### config.mk
export PLATFORM = sky130hd
export DESIGN_NAME = lps_sequencer
export DESIGN_NICKNAME = d
export VERILOG_FILES = /design/src/hdl/lps_pkg.sv /design/src/hdl/lps_pin_if.sv /design/src/hdl/lps_sequencer.sv /design/src/hdl/lps_pin_sync.sv /design/src/hdl/lps_cfg_store.sv
export SDC_FILE = /design/constraint.sdc
export NUM_CORES = 1
export LEC_CHECK = 0
export BUFFER_PORTS_ARGS = -buffer_cell sky130_fd_sc_hd__clkbuf_2
export CAP_MARGIN = 40
export CELL_PAD_IN_SITES_DETAIL_PLACEMENT = 1
export CELL_PAD_IN_SITES_GLOBAL_PLACEMENT = 2
export CORE_MARGIN = 10
export CORE_UTILIZATION = 46
export CTS_CLUSTER_DIAMETER = 40
export DETAILED_ROUTE_END_ITERATION = 12
export PLACE_DENSITY = 0.91
export SYNTH_ARGS = -nofsm -noshare
export SYNTH_HDL_FRONTEND = slang
export SYNTH_HIERARCHICAL = 1
export SYNTH_SLANG_ARGS = --single-unit
### constraint.sdc
create_clock -name clock -period 14.3 [get_ports clock]
set_clock_uncertainty 0.15 [all_clocks]
set_input_delay 1.43 -clock clock [delete_from_list [all_inputs] [get_ports clock]]
set_output_delay 1.43 -clock clock [all_outputs]
set_load 0.01 [all_outputs]
### src/hdl/lps_pkg.sv
/*
 Shared constants for the laser pulse sequencer: time base, field widths,
 pin indices, default stored settings and the output modes.
 Assumes nothing of its surroundings.
*/
package lps_pkg;
   // ---------------------------------------------------------------
   // Time base
   // ---------------------------------------------------------------
   localparam int STEP_NS          = 10;
   localparam int TIMEBASE_MHZ     = 100;
   localparam int STEP_CYC         = STEP_NS * TIMEBASE_MHZ / 1000;
   localparam int EXT_CTRL_MAX_KHZ = 80;
   // ---------------------------------------------------------------
   // Widths and pins
   // ---------------------------------------------------------------
   localparam int CNT_W     = 16;
   localparam int BURST_W   = 24;
   localparam int MODE_W    = 3;
   localparam int PIN_TRIG  = 0;
   localparam int PIN_BTRIG = 1;
   localparam int PIN_GATE  = 2;
   localparam int PIN_ILK   = 3;
   localparam int PIN_OVC   = 4;
   localparam int PIN_N     = 5;
   // ---------------------------------------------------------------
   // Factory settings, in 10 ns steps
   // ---------------------------------------------------------------
   localparam logic [CNT_W-1:0]   DEF_WIDTH  = 16'h0064;
   localparam logic [CNT_W-1:0]   DEF_PERIOD = 16'h03e8;
   localparam logic [CNT_W-1:0]   DEF_SYNC   = 16'h0032;
   localparam logic [CNT_W-1:0]   DEF_BCOUNT = 16'h000a;
   localparam logic [BURST_W-1:0] DEF_BON    = 24'h002710;
   localparam logic [BURST_W-1:0] DEF_BOFF   = 24'h002710;
   typedef enum logic [MODE_W-1:0] {
      MODE_PULSE,
      MODE_EXTCTRL,
      MODE_BURST,
      MODE_TRIGBURST,
      MODE_EXTTRIG
   } lps_mode_t;
endpackage : lps_pkg

### src/hdl/lps_pin_if.sv
/*
 Synchronised back-panel pin levels and rising-edge pulses.
 Assumes one clock domain on both ends.
*/
`timescale 1ns/1ps
`default_nettype none
interface lps_pin_if #(parameter int N = 5);
   logic [N-1:0] level;
   logic [N-1:0] rise;
   modport src (output level, rise);
   modport dst (input level, rise);
endinterface : lps_pin_if
`default_nettype wire

### src/hdl/lps_sequencer.sv
/*
 Laser pulse sequencer: pulse and sync generation in five modes, burst
 envelope, trigger one-shots, settings store/load, interlock and fault trip.
 Assumes clock is the 10 ns time base, config ports and the command pulses
 come from logic on this clock, and the back-panel pins are asynchronous.
*/
`timescale 1ns/1ps
`default_nettype none
// Operation
// - Width and period are counts of 10 ns steps.
// - Width above period gives continuous output.
// - A sync pulse of its own programmed width accompanies each pulse; with continuous external control the sync follows the trigger level instead.
// - Pulsing mode repeats pulses with no external input.
// - External control with continuous settings: output follows trigger level.
// - External control with pulsed settings: trigger gates the pulse train.
// - Burst mode alternates burst-on pulses with burst-off silence.
// - Trigger burst mode: each trigger starts one burst, then waits.
// - External trigger mode: one pulse per trigger, programmed width.
// - Store command copies current settings into the store.
// - At power-up the stored settings become the active ones.
// - Apply command starts the selected mode with current settings.
// - Peak current above the limit shuts the output down.
// - Burst trigger starts a burst on its rising edge only.
// - A triggered burst ends after the programmed pulse count.
// - Triggered pulse width comes from settings, not trigger high time.
// - Sync output is aligned with each output pulse.
// - Gate input enables or blocks the internal pulse train.
// - Output stays disabled unless the interlock is closed.
// - Output-enabled status is high exactly while output is enabled.
// - In burst mode that status follows the burst envelope.
module lps_sequencer
   import lps_pkg::*;
#(
   parameter int CW = CNT_W,
   parameter int BW = BURST_W
) (
   input  wire logic          clock,
   input  wire logic          rst_n,
   input  wire logic          clkEn,
   input  wire logic [CW-1:0] cfgWidth,
   input  wire logic [CW-1:0] cfgPeriod,
   input  wire logic [CW-1:0] cfgSyncWidth,
   input  wire logic [CW-1:0] cfgBurstCount,
   input  wire logic [BW-1:0] cfgBurstOn,
   input  wire logic [BW-1:0] cfgBurstOff,
   input  wire logic [2:0]    cfgMode,
   input  wire logic          cfgGateEn,
   input  wire logic          storeCmd,
   input  wire logic          applyCmd,
   input  wire logic          extTrigPin,
   input  wire logic          burstTrigPin,
   input  wire logic          gatePin,
   input  wire logic          interlockPin,
   input  wire logic          overCurrentPin,
   output logic               driveOut,
   output logic               syncOut,
   output logic               laserOn,
   output logic               faultFlag,
   output logic               running
);
   // ---------------------------------------------------------------
   // Elaboration checks
   // ---------------------------------------------------------------
   if (CW < 2 || BW < CW) begin : g_badWidth
      $error("lps_sequencer: need CW >= 2 and BW >= CW");
   end
   if (STEP_CYC != 1) begin : g_badStep
      $error("lps_sequencer: time base must give one cycle per step");
   end

   // ---------------------------------------------------------------
   // Settings word layout
   // ---------------------------------------------------------------
   localparam int F_WID  = 0;
   localparam int F_PER  = CW;
   localparam int F_SYN  = 2 * CW;
   localparam int F_BCNT = 3 * CW;
   localparam int F_BON  = 4 * CW;
   localparam int F_BOFF = 4 * CW + BW;
   localparam int F_MODE = 4 * CW + 2 * BW;
   localparam int F_GATE = F_MODE + MODE_W;
   localparam int DW     = F_GATE + 1;
   localparam logic [DW-1:0] DEF_CFG = {1'b0, MODE_PULSE,
      BW'(DEF_BOFF), BW'(DEF_BON), CW'(DEF_BCOUNT),
      CW'(DEF_SYNC), CW'(DEF_PERIOD), CW'(DEF_WIDTH)};

   // True once count c is on its last step of a span of lim (0 acts as 1)
   function automatic logic lastStep(input logic [BW-1:0] c,
                                     input logic [BW-1:0] lim);
      lastStep = ({1'b0, c} + (BW + 1)'(1)) >= {1'b0, lim};
   endfunction : lastStep

   // ---------------------------------------------------------------
   // Reset release
   // ---------------------------------------------------------------
   logic rstMeta_ff;
   logic rstSync_ff;
   wire  rstN = rstSync_ff;

   always_ff @(posedge clock or negedge rst_n) begin
      if (!rst_n) begin
         rstMeta_ff <= 1'b0;
         rstSync_ff <= 1'b0;
      end else if (clkEn) begin
         rstMeta_ff <= 1'b1;
         rstSync_ff <= rstMeta_ff;
      end
   end

   // ---------------------------------------------------------------
   // Pins and settings store
   // ---------------------------------------------------------------
   lps_pin_if #(.N(PIN_N)) pin ();
   wire [PIN_N-1:0] pinRaw = {overCurrentPin, interlockPin, gatePin, burstTrigPin, extTrigPin};

   lps_pin_sync #(.N(PIN_N)) u_sync (
      .clock (clock),
      .rstN  (rstN),
      .clkEn (clkEn),
      .pinIn (pinRaw),
      .pins  (pin.src)
   );

   wire [DW-1:0] cfgWord = {cfgGateEn, cfgMode, cfgBurstOff, cfgBurstOn,
      cfgBurstCount, cfgSyncWidth, cfgPeriod, cfgWidth};
   logic [DW-1:0] storedCfg;

   lps_cfg_store #(.DW(DW), .INIT(DEF_CFG)) u_store (
      .clock  (clock),
      .clkEn  (clkEn),
      .wrEn   (storeCmd),
      .wrData (cfgWord),
      .rdData (storedCfg)
   );

   // ---------------------------------------------------------------
   // Active settings
   // ---------------------------------------------------------------
   logic            rdValid_ff;
   logic            loadPend_ff;
   logic [DW-1:0]   act_ff;
   wire             applyOk = applyCmd & ~loadPend_ff;
   wire             loadNow = loadPend_ff & rdValid_ff;
   wire [DW-1:0]    nxt_act = loadNow ? storedCfg : applyOk ? cfgWord : act_ff;

   always_ff @(posedge clock or negedge rstN) begin
      if (!rstN) begin
         rdValid_ff  <= 1'b0;
         loadPend_ff <= 1'b1;
         act_ff      <= DEF_CFG;
      end else if (clkEn) begin
         rdValid_ff  <= 1'b1;
         loadPend_ff <= loadPend_ff & ~rdValid_ff;
         act_ff      <= nxt_act;
      end
   end

   wire [CW-1:0] actWidth  = act_ff[F_WID +: CW];
   wire [CW-1:0] actPeriod = act_ff[F_PER +: CW];
   wire [CW-1:0] actSync   = act_ff[F_SYN +: CW];
   wire [CW-1:0] actBCount = act_ff[F_BCNT +: CW];
   wire [BW-1:0] actBOn    = act_ff[F_BON +: BW];
   wire [BW-1:0] actBOff   = act_ff[F_BOFF +: BW];
   wire          actGateEn = act_ff[F_GATE];
   lps_mode_t    actMode;
   assign actMode = lps_mode_t'(act_ff[F_MODE +: MODE_W]);

   // ---------------------------------------------------------------
   // Mode decode
   // ---------------------------------------------------------------
   wire isPulse     = actMode == MODE_PULSE;
   wire isExtCtrl   = actMode == MODE_EXTCTRL;
   wire isBurst     = actMode == MODE_BURST;
   wire isTrigBurst = actMode == MODE_TRIGBURST;
   wire isExtTrig   = ~(isPulse | isExtCtrl | isBurst | isTrigBurst); // Spare codes run as trigger mode
   wire trigLvl     = pin.level[PIN_TRIG];
   wire trigRise    = pin.rise[PIN_TRIG];
   wire burstRise   = pin.rise[PIN_BTRIG];
   wire gateLvl     = pin.level[PIN_GATE];
   wire ilkClosed   = pin.level[PIN_ILK];
   wire overCur     = pin.level[PIN_OVC];

   // ---------------------------------------------------------------
   // Pulse engine
   // ---------------------------------------------------------------
   logic          running_ff;
   logic          fault_ff;
   logic [CW-1:0] cnt_ff;
   logic          shot_ff;
   logic          inBurst_ff;
   logic          burstPhase_ff;
   logic [BW-1:0] burstCnt_ff;

   wire contMode = actWidth > actPeriod;
   wire shapeMode = isExtCtrl & contMode;
   wire outEn = running_ff & ilkClosed & ~fault_ff;
   wire engEn = running_ff & (isPulse ? (~actGateEn | gateLvl) :
                              isExtCtrl ? trigLvl :
                              isBurst ? burstPhase_ff :
                              isTrigBurst ? inBurst_ff : shot_ff);
   wire wrap = lastStep(BW'(cnt_ff), BW'(actPeriod));
   wire [CW-1:0] nxt_cnt = (~engEn | wrap) ? '0 : cnt_ff + CW'(1);
   wire pulseLvl = engEn & (contMode | (cnt_ff < actWidth));
   wire syncLvl = engEn & (cnt_ff < actSync);

   // One-shot covers both the pulse and its sync, then rearms
   wire shotEnd = wrap | (lastStep(BW'(cnt_ff), BW'(actWidth)) & lastStep(BW'(cnt_ff), BW'(actSync)));
   wire nxt_shot = ~(running_ff & isExtTrig) ? 1'b0 : shot_ff ? ~shotEnd : trigRise;

   wire nxt_drive = outEn & (shapeMode ? trigLvl : pulseLvl);
   wire nxt_sync = outEn & (shapeMode ? trigLvl : syncLvl);
   wire nxt_laserOn = isBurst ? outEn & burstPhase_ff : outEn;
   // Set wins over the apply that clears it
   wire nxt_fault = (running_ff & overCur) | (fault_ff & ~applyOk);

   // ---------------------------------------------------------------
   // Burst sequencing
   // ---------------------------------------------------------------
   logic          nxt_inBurst;
   logic          nxt_burstPhase;
   logic [BW-1:0] nxt_burstCnt;
   wire burstLim = lastStep(burstCnt_ff, burstPhase_ff ? actBOn : actBOff);
   wire trigEnd = engEn & wrap & lastStep(burstCnt_ff, BW'(actBCount));

   always_comb begin
      nxt_inBurst    = inBurst_ff;
      nxt_burstPhase = burstPhase_ff;
      nxt_burstCnt   = burstCnt_ff;
      if (!running_ff) begin
         nxt_inBurst    = 1'b0;
         nxt_burstPhase = 1'b1;
         nxt_burstCnt   = '0;
      end else if (isBurst) begin
         // Envelope timer alternates on and off spans
         nxt_burstCnt   = burstLim ? '0 : burstCnt_ff + BW'(1);
         nxt_burstPhase = burstPhase_ff ^ burstLim;
      end else if (isTrigBurst) begin
         if (!inBurst_ff) begin
            // Edge only: a held-high trigger starts one burst
            nxt_inBurst  = trigRise | burstRise;
            nxt_burstCnt = '0;
         end else if (trigEnd) begin
            nxt_inBurst  = 1'b0;
            nxt_burstCnt = '0;
         end else if (engEn & wrap) begin
            nxt_burstCnt = burstCnt_ff + BW'(1);
         end
      end
   end

   // ---------------------------------------------------------------
   // State and outputs
   // ---------------------------------------------------------------
   logic driveOut_ff;
   logic syncOut_ff;
   logic laserOn_ff;

   always_ff @(posedge clock or negedge rstN) begin
      if (!rstN) begin
         running_ff <= 1'b0;
         fault_ff   <= 1'b0;
      end else if (clkEn) begin
         running_ff <= running_ff | applyOk;
         fault_ff   <= nxt_fault;
      end
   end

   // Apply restarts every timer so a new mode starts clean
   always_ff @(posedge clock or negedge rstN) begin
      if (!rstN) begin
         cnt_ff        <= '0;
         shot_ff       <= 1'b0;
         inBurst_ff    <= 1'b0;
         burstPhase_ff <= 1'b1;
         burstCnt_ff   <= '0;
      end else if (clkEn) begin
         cnt_ff        <= applyOk ? '0 : nxt_cnt;
         shot_ff       <= ~applyOk & nxt_shot;
         inBurst_ff    <= ~applyOk & nxt_inBurst;
         burstPhase_ff <= applyOk | nxt_burstPhase;
         burstCnt_ff   <= applyOk ? '0 : nxt_burstCnt;
      end
   end

   always_ff @(posedge clock or negedge rstN) begin
      if (!rstN) begin
         driveOut_ff <= 1'b0;
         syncOut_ff  <= 1'b0;
         laserOn_ff  <= 1'b0;
      end else if (clkEn) begin
         driveOut_ff <= nxt_drive;
         syncOut_ff  <= nxt_sync;
         laserOn_ff  <= nxt_laserOn;
      end
   end

   assign driveOut  = driveOut_ff;
   assign syncOut   = syncOut_ff;
   assign laserOn   = laserOn_ff;
   assign faultFlag = fault_ff;
   assign running   = running_ff;

   // ---------------------------------------------------------------
   // Checks
   // ---------------------------------------------------------------
   property p_contOn;
      @(posedge clock) disable iff (!rstN || !clkEn)
      outEn && isPulse && !actGateEn && contMode |=> driveOut_ff;
   endproperty
   a_contOn: assert property (p_contOn) else $error("continuous output missing");
   property p_ilkOff;
      @(posedge clock) disable iff (!rstN || !clkEn)
      !ilkClosed |=> !driveOut_ff && !syncOut_ff;
   endproperty
   a_ilkOff: assert property (p_ilkOff) else $error("output with open interlock");
   property p_trip;
      @(posedge clock) disable iff (!rstN || !clkEn)
      running_ff && overCur |=> faultFlag ##1 !driveOut_ff;
   endproperty
   a_trip: assert property (p_trip) else $error("overcurrent did not shut output");
   property p_faultHold;
      @(posedge clock) disable iff (!rstN || !clkEn)
      fault_ff && !applyCmd |=> fault_ff && !driveOut_ff;
   endproperty
   a_faultHold: assert property (p_faultHold) else $error("fault released without apply");
   property p_shape;
      @(posedge clock) disable iff (!rstN || !clkEn)
      outEn && shapeMode |=> driveOut_ff == $past(trigLvl);
   endproperty
   a_shape: assert property (p_shape) else $error("output not following trigger");
   property p_gateLow;
      @(posedge clock) disable iff (!rstN || !clkEn)
      running_ff && isExtCtrl && !contMode && !trigLvl |=> !driveOut_ff;
   endproperty
   a_gateLow: assert property (p_gateLow) else $error("pulse while gate low");
   property p_burstIdle;
      @(posedge clock) disable iff (!rstN || !clkEn)
      running_ff && isBurst && !burstPhase_ff |=> !driveOut_ff && !laserOn_ff;
   endproperty
   a_burstIdle: assert property (p_burstIdle) else $error("activity in burst-off");
   property p_trigShot;
      @(posedge clock) disable iff (!rstN || !clkEn)
      outEn && isExtTrig && trigRise && !shot_ff && actWidth != '0 && !applyCmd |=> shot_ff ##1 driveOut_ff;
   endproperty
   a_trigShot: assert property (p_trigShot) else $error("trigger gave no pulse");
   property p_syncAlign;
      @(posedge clock) disable iff (!rstN || !clkEn)
      outEn && engEn && cnt_ff == '0 && actSync != '0 && actWidth != '0 |=> syncOut_ff && driveOut_ff;
   endproperty
   a_syncAlign: assert property (p_syncAlign) else $error("sync not aligned");
   property p_status;
      @(posedge clock) disable iff (!rstN || !clkEn)
      !isBurst |=> laserOn_ff == $past(outEn);
   endproperty
   a_status: assert property (p_status) else $error("status differs from enable");
   property p_apply;
      @(posedge clock) disable iff (!rstN || !clkEn)
      applyOk |=> running_ff && act_ff == $past(cfgWord);
   endproperty
   a_apply: assert property (p_apply) else $error("apply did not take settings");
endmodule : lps_sequencer
`default_nettype wire

### src/hdl/lps_pin_sync.sv
/*
 Three-stage synchroniser for asynchronous back-panel pins; a change is
 taken once stages two and three agree.
 Assumes a synchronised active-low reset and the block clock enable.
*/
`timescale 1ns/1ps
`default_nettype none
module lps_pin_sync
   import lps_pkg::*;
#(
   parameter int N = PIN_N
) (
   input  wire logic         clock,
   input  wire logic         rstN,
   input  wire logic         clkEn,
   input  wire logic [N-1:0] pinIn,
   lps_pin_if.src            pins
);
   logic [N-1:0] meta_ff;
   logic [N-1:0] s2_ff;
   logic [N-1:0] s3_ff;
   logic [N-1:0] level_ff;
   logic [N-1:0] rise_ff;
   wire  [N-1:0] agree     = ~(s2_ff ^ s3_ff);
   wire  [N-1:0] nxt_level = (agree & s2_ff) | (~agree & level_ff);
   wire  [N-1:0] nxt_rise  = nxt_level & ~level_ff;

   // Glitch shorter than one cycle never reaches the level
   always_ff @(posedge clock or negedge rstN) begin
      if (!rstN) begin
         meta_ff  <= '0;
         s2_ff    <= '0;
         s3_ff    <= '0;
         level_ff <= '0;
         rise_ff  <= '0;
      end else if (clkEn) begin
         meta_ff  <= pinIn;
         s2_ff    <= meta_ff;
         s3_ff    <= s2_ff;
         level_ff <= nxt_level;
         rise_ff  <= nxt_rise;
      end
   end

   assign pins.level = level_ff;
   assign pins.rise  = rise_ff;
endmodule : lps_pin_sync
`default_nettype wire

### src/hdl/lps_cfg_store.sv
/*
 Settings store: one wide word that keeps its content across reset, read
 back through a register.
 Assumes content is only written by the store command.
*/
`timescale 1ns/1ps
`default_nettype none
module lps_cfg_store #(
   parameter int            DW   = 8,
   parameter logic [DW-1:0] INIT = '0
) (
   input  wire logic          clock,
   input  wire logic          clkEn,
   input  wire logic          wrEn,
   input  wire logic [DW-1:0] wrData,
   output logic      [DW-1:0] rdData
);
   // No reset on purpose: content stands in for non-volatile memory
   logic [DW-1:0] mem_ff = INIT;
   logic [DW-1:0] rdData_ff;

   always_ff @(posedge clock) begin
      if (clkEn) begin
         if (wrEn) begin
            mem_ff <= wrData;
         end
         rdData_ff <= mem_ff;
      end
   end

   assign rdData = rdData_ff;
endmodule : lps_cfg_store
`default_nettype wire

==> out/results.tsv, run 1 <==
metric	value	unit
status	completed	
tns	0	ns
core	42200	sq um
cp.arrival	5.59	ns
finalMaxSlewViolations	0	
io_pins	131	
path_common_cell	nand3_1	
grtUsageTotal	20.1	%
critPathMaxStageDelay	0.62	ns
syn-num-nets	1856	
num_rows	75	
port_buffers	130	
tightest_slew	0.914	ns
syn2layout_area_growth	18.5	%
h-tree-depth	3	
ant_nets	0	
power_leakage	10.9	nW
clk_latency	0.59	ns
cts_buffer_depth	3	
register_area	11800	sq um
viasPerCell	5.59	
die_h	227	microns
cts_sinks	422	
netlist_area	19800	sq um
multiInputGateArea	7400	sq um
path_buf_inv	1	
min_path_type	reg2async	
start_util	46.8	%
dp_slack	9.22	ns
syn_avg_cell_area	12.4	sq um
setup_viol	0	
path_max_fanout	15	
nets	2007	
drive_gt1_share	18.4	%
vias	13054	
rsz0062_at_grt	no	
path_cells	ha_1 -> nand3_1 -> nor2_1 -> nand3_1 -> nor2_1 -> xor2_1 -> ha_1 -> a21oi_1 -> nor2b_1 -> a2111oi_0 -> o211ai_1 -> nor4_1 -> nand3_1 -> o21a_1 -> buf_16 -> nor3_2 -> a22o_1	
cp_top_family	simple AND/OR/NAND/NOR gates	
cts_made_buffers	68	
max_slew_margin	39.1	%
antenna_found_initial	0	
cts_tree	built	
cts.clk_slew.worst_paths	0.06	ns
fin_crit	5.23	ns
powerDensity	148	nW/um^2
synth_warnings	6	
synth_cells	1592	
clock-root-buffer	clkbuf_16	
critPathLaunchType	flip-flop	
die_area	51700	sq um
grt_max_degree	70	
post_cts_buffers	0	
endpoint_kind	flip-flop	
cp.required	14.66	ns
crit_path_top_delay_cell	nor3_2	
critPathKind	reg2reg	
die_x	227	microns
wl	50500	microns
grt_first_pass_wirelength	81400	microns
drt_iter0_drc	762	
grt-ovfl-total	0	
finalHoldViolations	0	
fill_cells	4284	
drc	0	
post_cts_resized	0	
hold_buffers	0	
grt_pass1_vias	14638	
fmax	191	MHz
antenna_cells	0	
ir_drop	0.000114	V
finalCritPeriodShare	36.6	%
dp_hpwl	35200	microns
fin_ws	9.07	ns
cap_violations	0	
place_congestion	0.863	
wl_per_cell	21.6	microns
first_pass_iters	5	
where the power goes:
part / switching, mW / leakage, nW / total (mW) / internal [mW]
clock network: 0.615 / 1.13 / 1.67 / 1.06
registers: 0.0619 / 4.48 / 1.47 / 1.41
logic: 0.189 / 5.27 / 0.315 / 0.126
path summary, 6_finish.rpt:
path,start,endpoint,slack [ns],cells after the start
max,burstCnt_ff[0],burstCnt_ff[17],9.07,17
min,rstN,u_sync/meta_ff[2],0.008,0
max reg2reg,burstCnt_ff[0],burstCnt_ff[17],9.07,17
min reg2reg,rstN,u_sync/meta_ff[2],0.008,0
max in group asynchronous,rstN,act_ff[24],12.61,3
min in group clock,u_store/mem_ff[36],u_store/rdData[36],0.26,0
per-layer routing:
layer | routed length [microns] | vias to the layer above | track usage, %
met4 | 1400 | 0 | 6.73
met2 | 27000 | 216 | 37.1
met3 | 1840 | 102 | 4.12
met5 | 0 | - | 0
li1 | - | 6136 | -
met1 | 20300 | 6600 | 22.8
per-stage QoR:
step	power [mW]	util [%]	std cells	hold WS, ns	cell area [sq um]
floorplan	1.66	-	1592	0.250	19800
CTS	3.49	55.4	2336	0.00871	23400
detailed placement	1.80	49.9	2211	0.00392	21100
global placement	1.77	49.5	2205	0.250	20900
global route	3.60	55.5	2337	0.0178	23400
finish	3.46	55.5	2337	0.00797	23400
placed cells by master (no fill, tap or decap), types with 5 or more instances in the layout:
master	n
a22o_1	10
o211ai_1	6
mux2_2	14
xor2_1	9
inv_6	6
clkinv_2	8
clkbuf_16	71
nand2b_1	19
edfxtp_1	232
o21a_1	9
a211oi_1	9
nand2_1	172
a31o_2	5
nor2b_1	21
o21ai_0	160
o22ai_1	5
clkbuf_2	129
bufinv_16	6
ha_1	138
a21oi_1	42
clkinvlp_4	9
buf_4	9
clkinv_4	7
and3_1	11
xnor2_1	27
o31ai_2	6
clkbuf_8	6
o31ai_1	12
dfrtp_1	163
clkbuf_1	6
a21o_1	24
dfstp_2	26
nand3_1	34
mux2i_1	141
inv_1	93
a31oi_1	6
nor2_1	33
or4_1	5
nor3_1	10
nand4_1	24
flip-flops by register name, indices dropped and copies added (netlist names), 2 cells and up:
register,cells
u_store/rdData,116
burstCnt_ff,24
cnt_ff,16
u_sync/s3_ff,5
u_store/mem_ff,116
u_sync/pins.level,5
u_sync/pins.rise,2
u_sync/meta_ff,5
act_ff,116
u_sync/s2_ff,5
final cells by class:
class	instances	area share (%)
Clock buffer	83	8.03
Clock inverter	42	1.97
Inverter	93	1.49
Multi-Input combinational cell	1012	31.6
Sequential cell	422	50.2
Tap cell	539	2.88
Timing Repair Buffer	146	3.82
Power figures use the tool's default switching activity.
==> run 2: changes to the inputs <==
- CORE_UTILIZATION: 46 -> 42
- PLACE_DENSITY: 0.91 -> 0.84
- clock period: 14.3 -> 5.3 ns (I/O delays scaled with it)
==> run 2 against run 1 <==
Wire length rose by 0.86%. Highest routed layer unchanged. Largest cell class unchanged. Utilization shrank 2.4 points. First-iteration DRC count shrank 6.8%. Maximum frequency grew 14%.
==> out/results.tsv, run 2 (synthesis gave the netlist of run 1 again) <==
metric	value	unit	change
final_common_cell	edfxtp_1		
layout_common_cells	edfxtp_1 (232), nand2_1 (172), dfrtp_1 (163)		
drive_gt1_share	17.4	%	-0.94 points
fin_util	53.1	%	-2.4 points
cts_tree	built		
finalMaxSlewViolations	0		unchanged
fin_crit	4.58	ns	-0.648 ns
die_x	237	microns	+4.2%
cts_buffer_depth	3		unchanged
critPathMaxStageDelay	0.55	ns	-0.07 ns
drc	0		unchanged
path_cells	ha_1 -> nand3_1 -> nor2_1 -> nand3_1 -> nor2_1 -> xor2_1 -> ha_1 -> nand4_1 -> nor3_1 -> o221ai_1 -> a221oi_1 -> o32a_1 -> o21a_1 -> buf_4 -> o31ai_1 -> a22o_1		
hold_buffers	121		+121
viasPerCell	5.28		-5.5%
cp_top_family	compound AO/OA/AOI/OAI gates		
fill_cells	4737		+11%
core	46600	sq um	+10%
hold-path-cell-count	2		
fmax	218	MHz	+14%
start_util	42.5	%	-4.4 points
cts_sinks	422		unchanged
grt_pass1_vias	15200		+3.8%
tns	0	ns	unchanged
rsz0062_at_grt	no		
clk_latency	0.61	ns	+0.02 ns
vias	13391		+2.6%
finalCritPeriodShare	86.4	%	+50 points
finalNonFillerCells	2537		+8.6%
critPathKind	reg2reg		
min_path_type	in2reg		
routed-wl-met3	1550	microns	-15%
status	completed		
syn2layout_area_growth	25.0	%	
max_slew_margin	41.1	%	+2.0 points
nets	2137		+6.5%
setup_viol	0		unchanged
finalHoldViolations	0		unchanged
power_leakage	11.4	nW	+4.8%
placedCellCount	2286		+3.4%
cp.required	5.63	ns	-9.03 ns
first_pass_iters	5		unchanged
antenna_cells	0		unchanged
h-tree-depth	3		unchanged
dr_wl_met2	27100	microns	+0.38%
post_cts_resized	0		unchanged
drt_iter0_drc	710		-6.8%
ir_drop	0.000306	V	+170%
clock-root-buffer	clkbuf_16		
wl_per_cell	20.1	microns	-7.1%
io_pins	131		unchanged
crit_cells	16		-1
endpoint_kind	flip-flop		
antenna_found_initial	0		unchanged
critPathLaunchType	flip-flop		
r2r_cells	16		-1
die_h	237	microns	+4.2%
routed.top_layer	met4		
tightest_slew	0.884	ns	-0.0298 ns
post_cts_buffers	0		unchanged
port_buffers	130		unchanged
path_max_fanout	19		+4
powerDensity	377	nW/um^2	+160%
cts_made_buffers	71		+4.4%
cp.arrival	4.91	ns	-0.68 ns
place_congestion	0.854		-0.97%
cts.clk_slew.worst_paths	0.06	ns	about the same
ant_nets	0		unchanged
crit_path_top_delay_cell	a221oi_1		
grt_first_pass_wirelength	82500	microns	+1.4%
wl	51000	microns	+0.86%
grt_max_degree	132		+89%
num_rows	79		+5.3%
cap_violations	0		unchanged
path_buf_inv	1		unchanged
grt-ovfl-total	0		unchanged
dp_hpwl	34700	microns	-1.4%
grtUsageTotal	18.3	%	-1.9 points
die_area	56200	sq um	+8.7%
wl_met1	21000	microns	+3.0%
## run 2: path summary, 6_finish.rpt
kind                                 from           endpoint  slack, ns
min reg2reg                          rstN          cnt_ff[2]       0.22
max                        burstCnt_ff[0]    burstCnt_ff[10]       0.72
min in group asynchronous           rst_n               rstN       0.11
max in group asynchronous            rstN         act_ff[96]       3.88
min                          interlockPin  u_sync/meta_ff[3]       0.03
max reg2reg                burstCnt_ff[0]    burstCnt_ff[10]       0.72
## run 2: cell type report
class / count / area [sq um] / area share (%)
Timing Repair Buffer: 273 / 2130 / 8.62
Tap cell: 607 / 759 / 3.07
Clock buffer: 83 / 1850 / 7.50
Multi-Input combinational cell: 1012 / 7400 / 30.0
Clock inverter: 47 / 467 / 1.89
Sequential cell: 422 / 11800 / 47.6
Inverter: 93 / 349 / 1.41
## run 2: layer usage
layer | global-route usage [%] | vias up
li1 | - | 6398
met1 | 20.6 | 6739
met2 | 33.5 | 172
met3 | 3.82 | 82
met4 | 6.18 | 0
met5 | 0 | -
## run 2: worst register-to-register path, cell delays in order (launching register included)
cell and delay (ns):
dfrtp_1 0.47, ha_1 0.33, nand3_1 0.21, nor2_1 0.26
nand3_1 0.21, nor2_1 0.17, xor2_1 0.30, ha_1 0.21
nand4_1 0.12, nor3_1 0.27, o221ai_1 0.18, a221oi_1 0.55
o32a_1 0.26, o21a_1 0.16, buf_4 0.30, o31ai_1 0.12
a22o_1 0.20
## run 2: metrics by stage
stage | setup slack (ns) | hold slack [ns] | area (sq um) | total power [mW]
6_report | 0.719 | 0.0321 | 24700 | 9.31
5_1_grt | 0.293 | 0.0126 | 24700 | 9.73
4_1_cts | 0.750 | 0.000514 | 24700 | 9.44
3_5_place_dp | 0.778 | -0.00430 | 21200 | 4.84
3_3_place_gp | 0.991 | 0.165 | 21100 | 4.79
2_1_floorplan | 1.47 | 0.0844 | 19800 | 4.49
## run 2: report_power, final
group | internal [mW] | switching (mW) | leakage [nW]
clock | 2.72 | 1.74 | 1.13
combinational | 0.387 | 0.516 | 5.79
sequential | 3.80 | 0.154 | 4.48
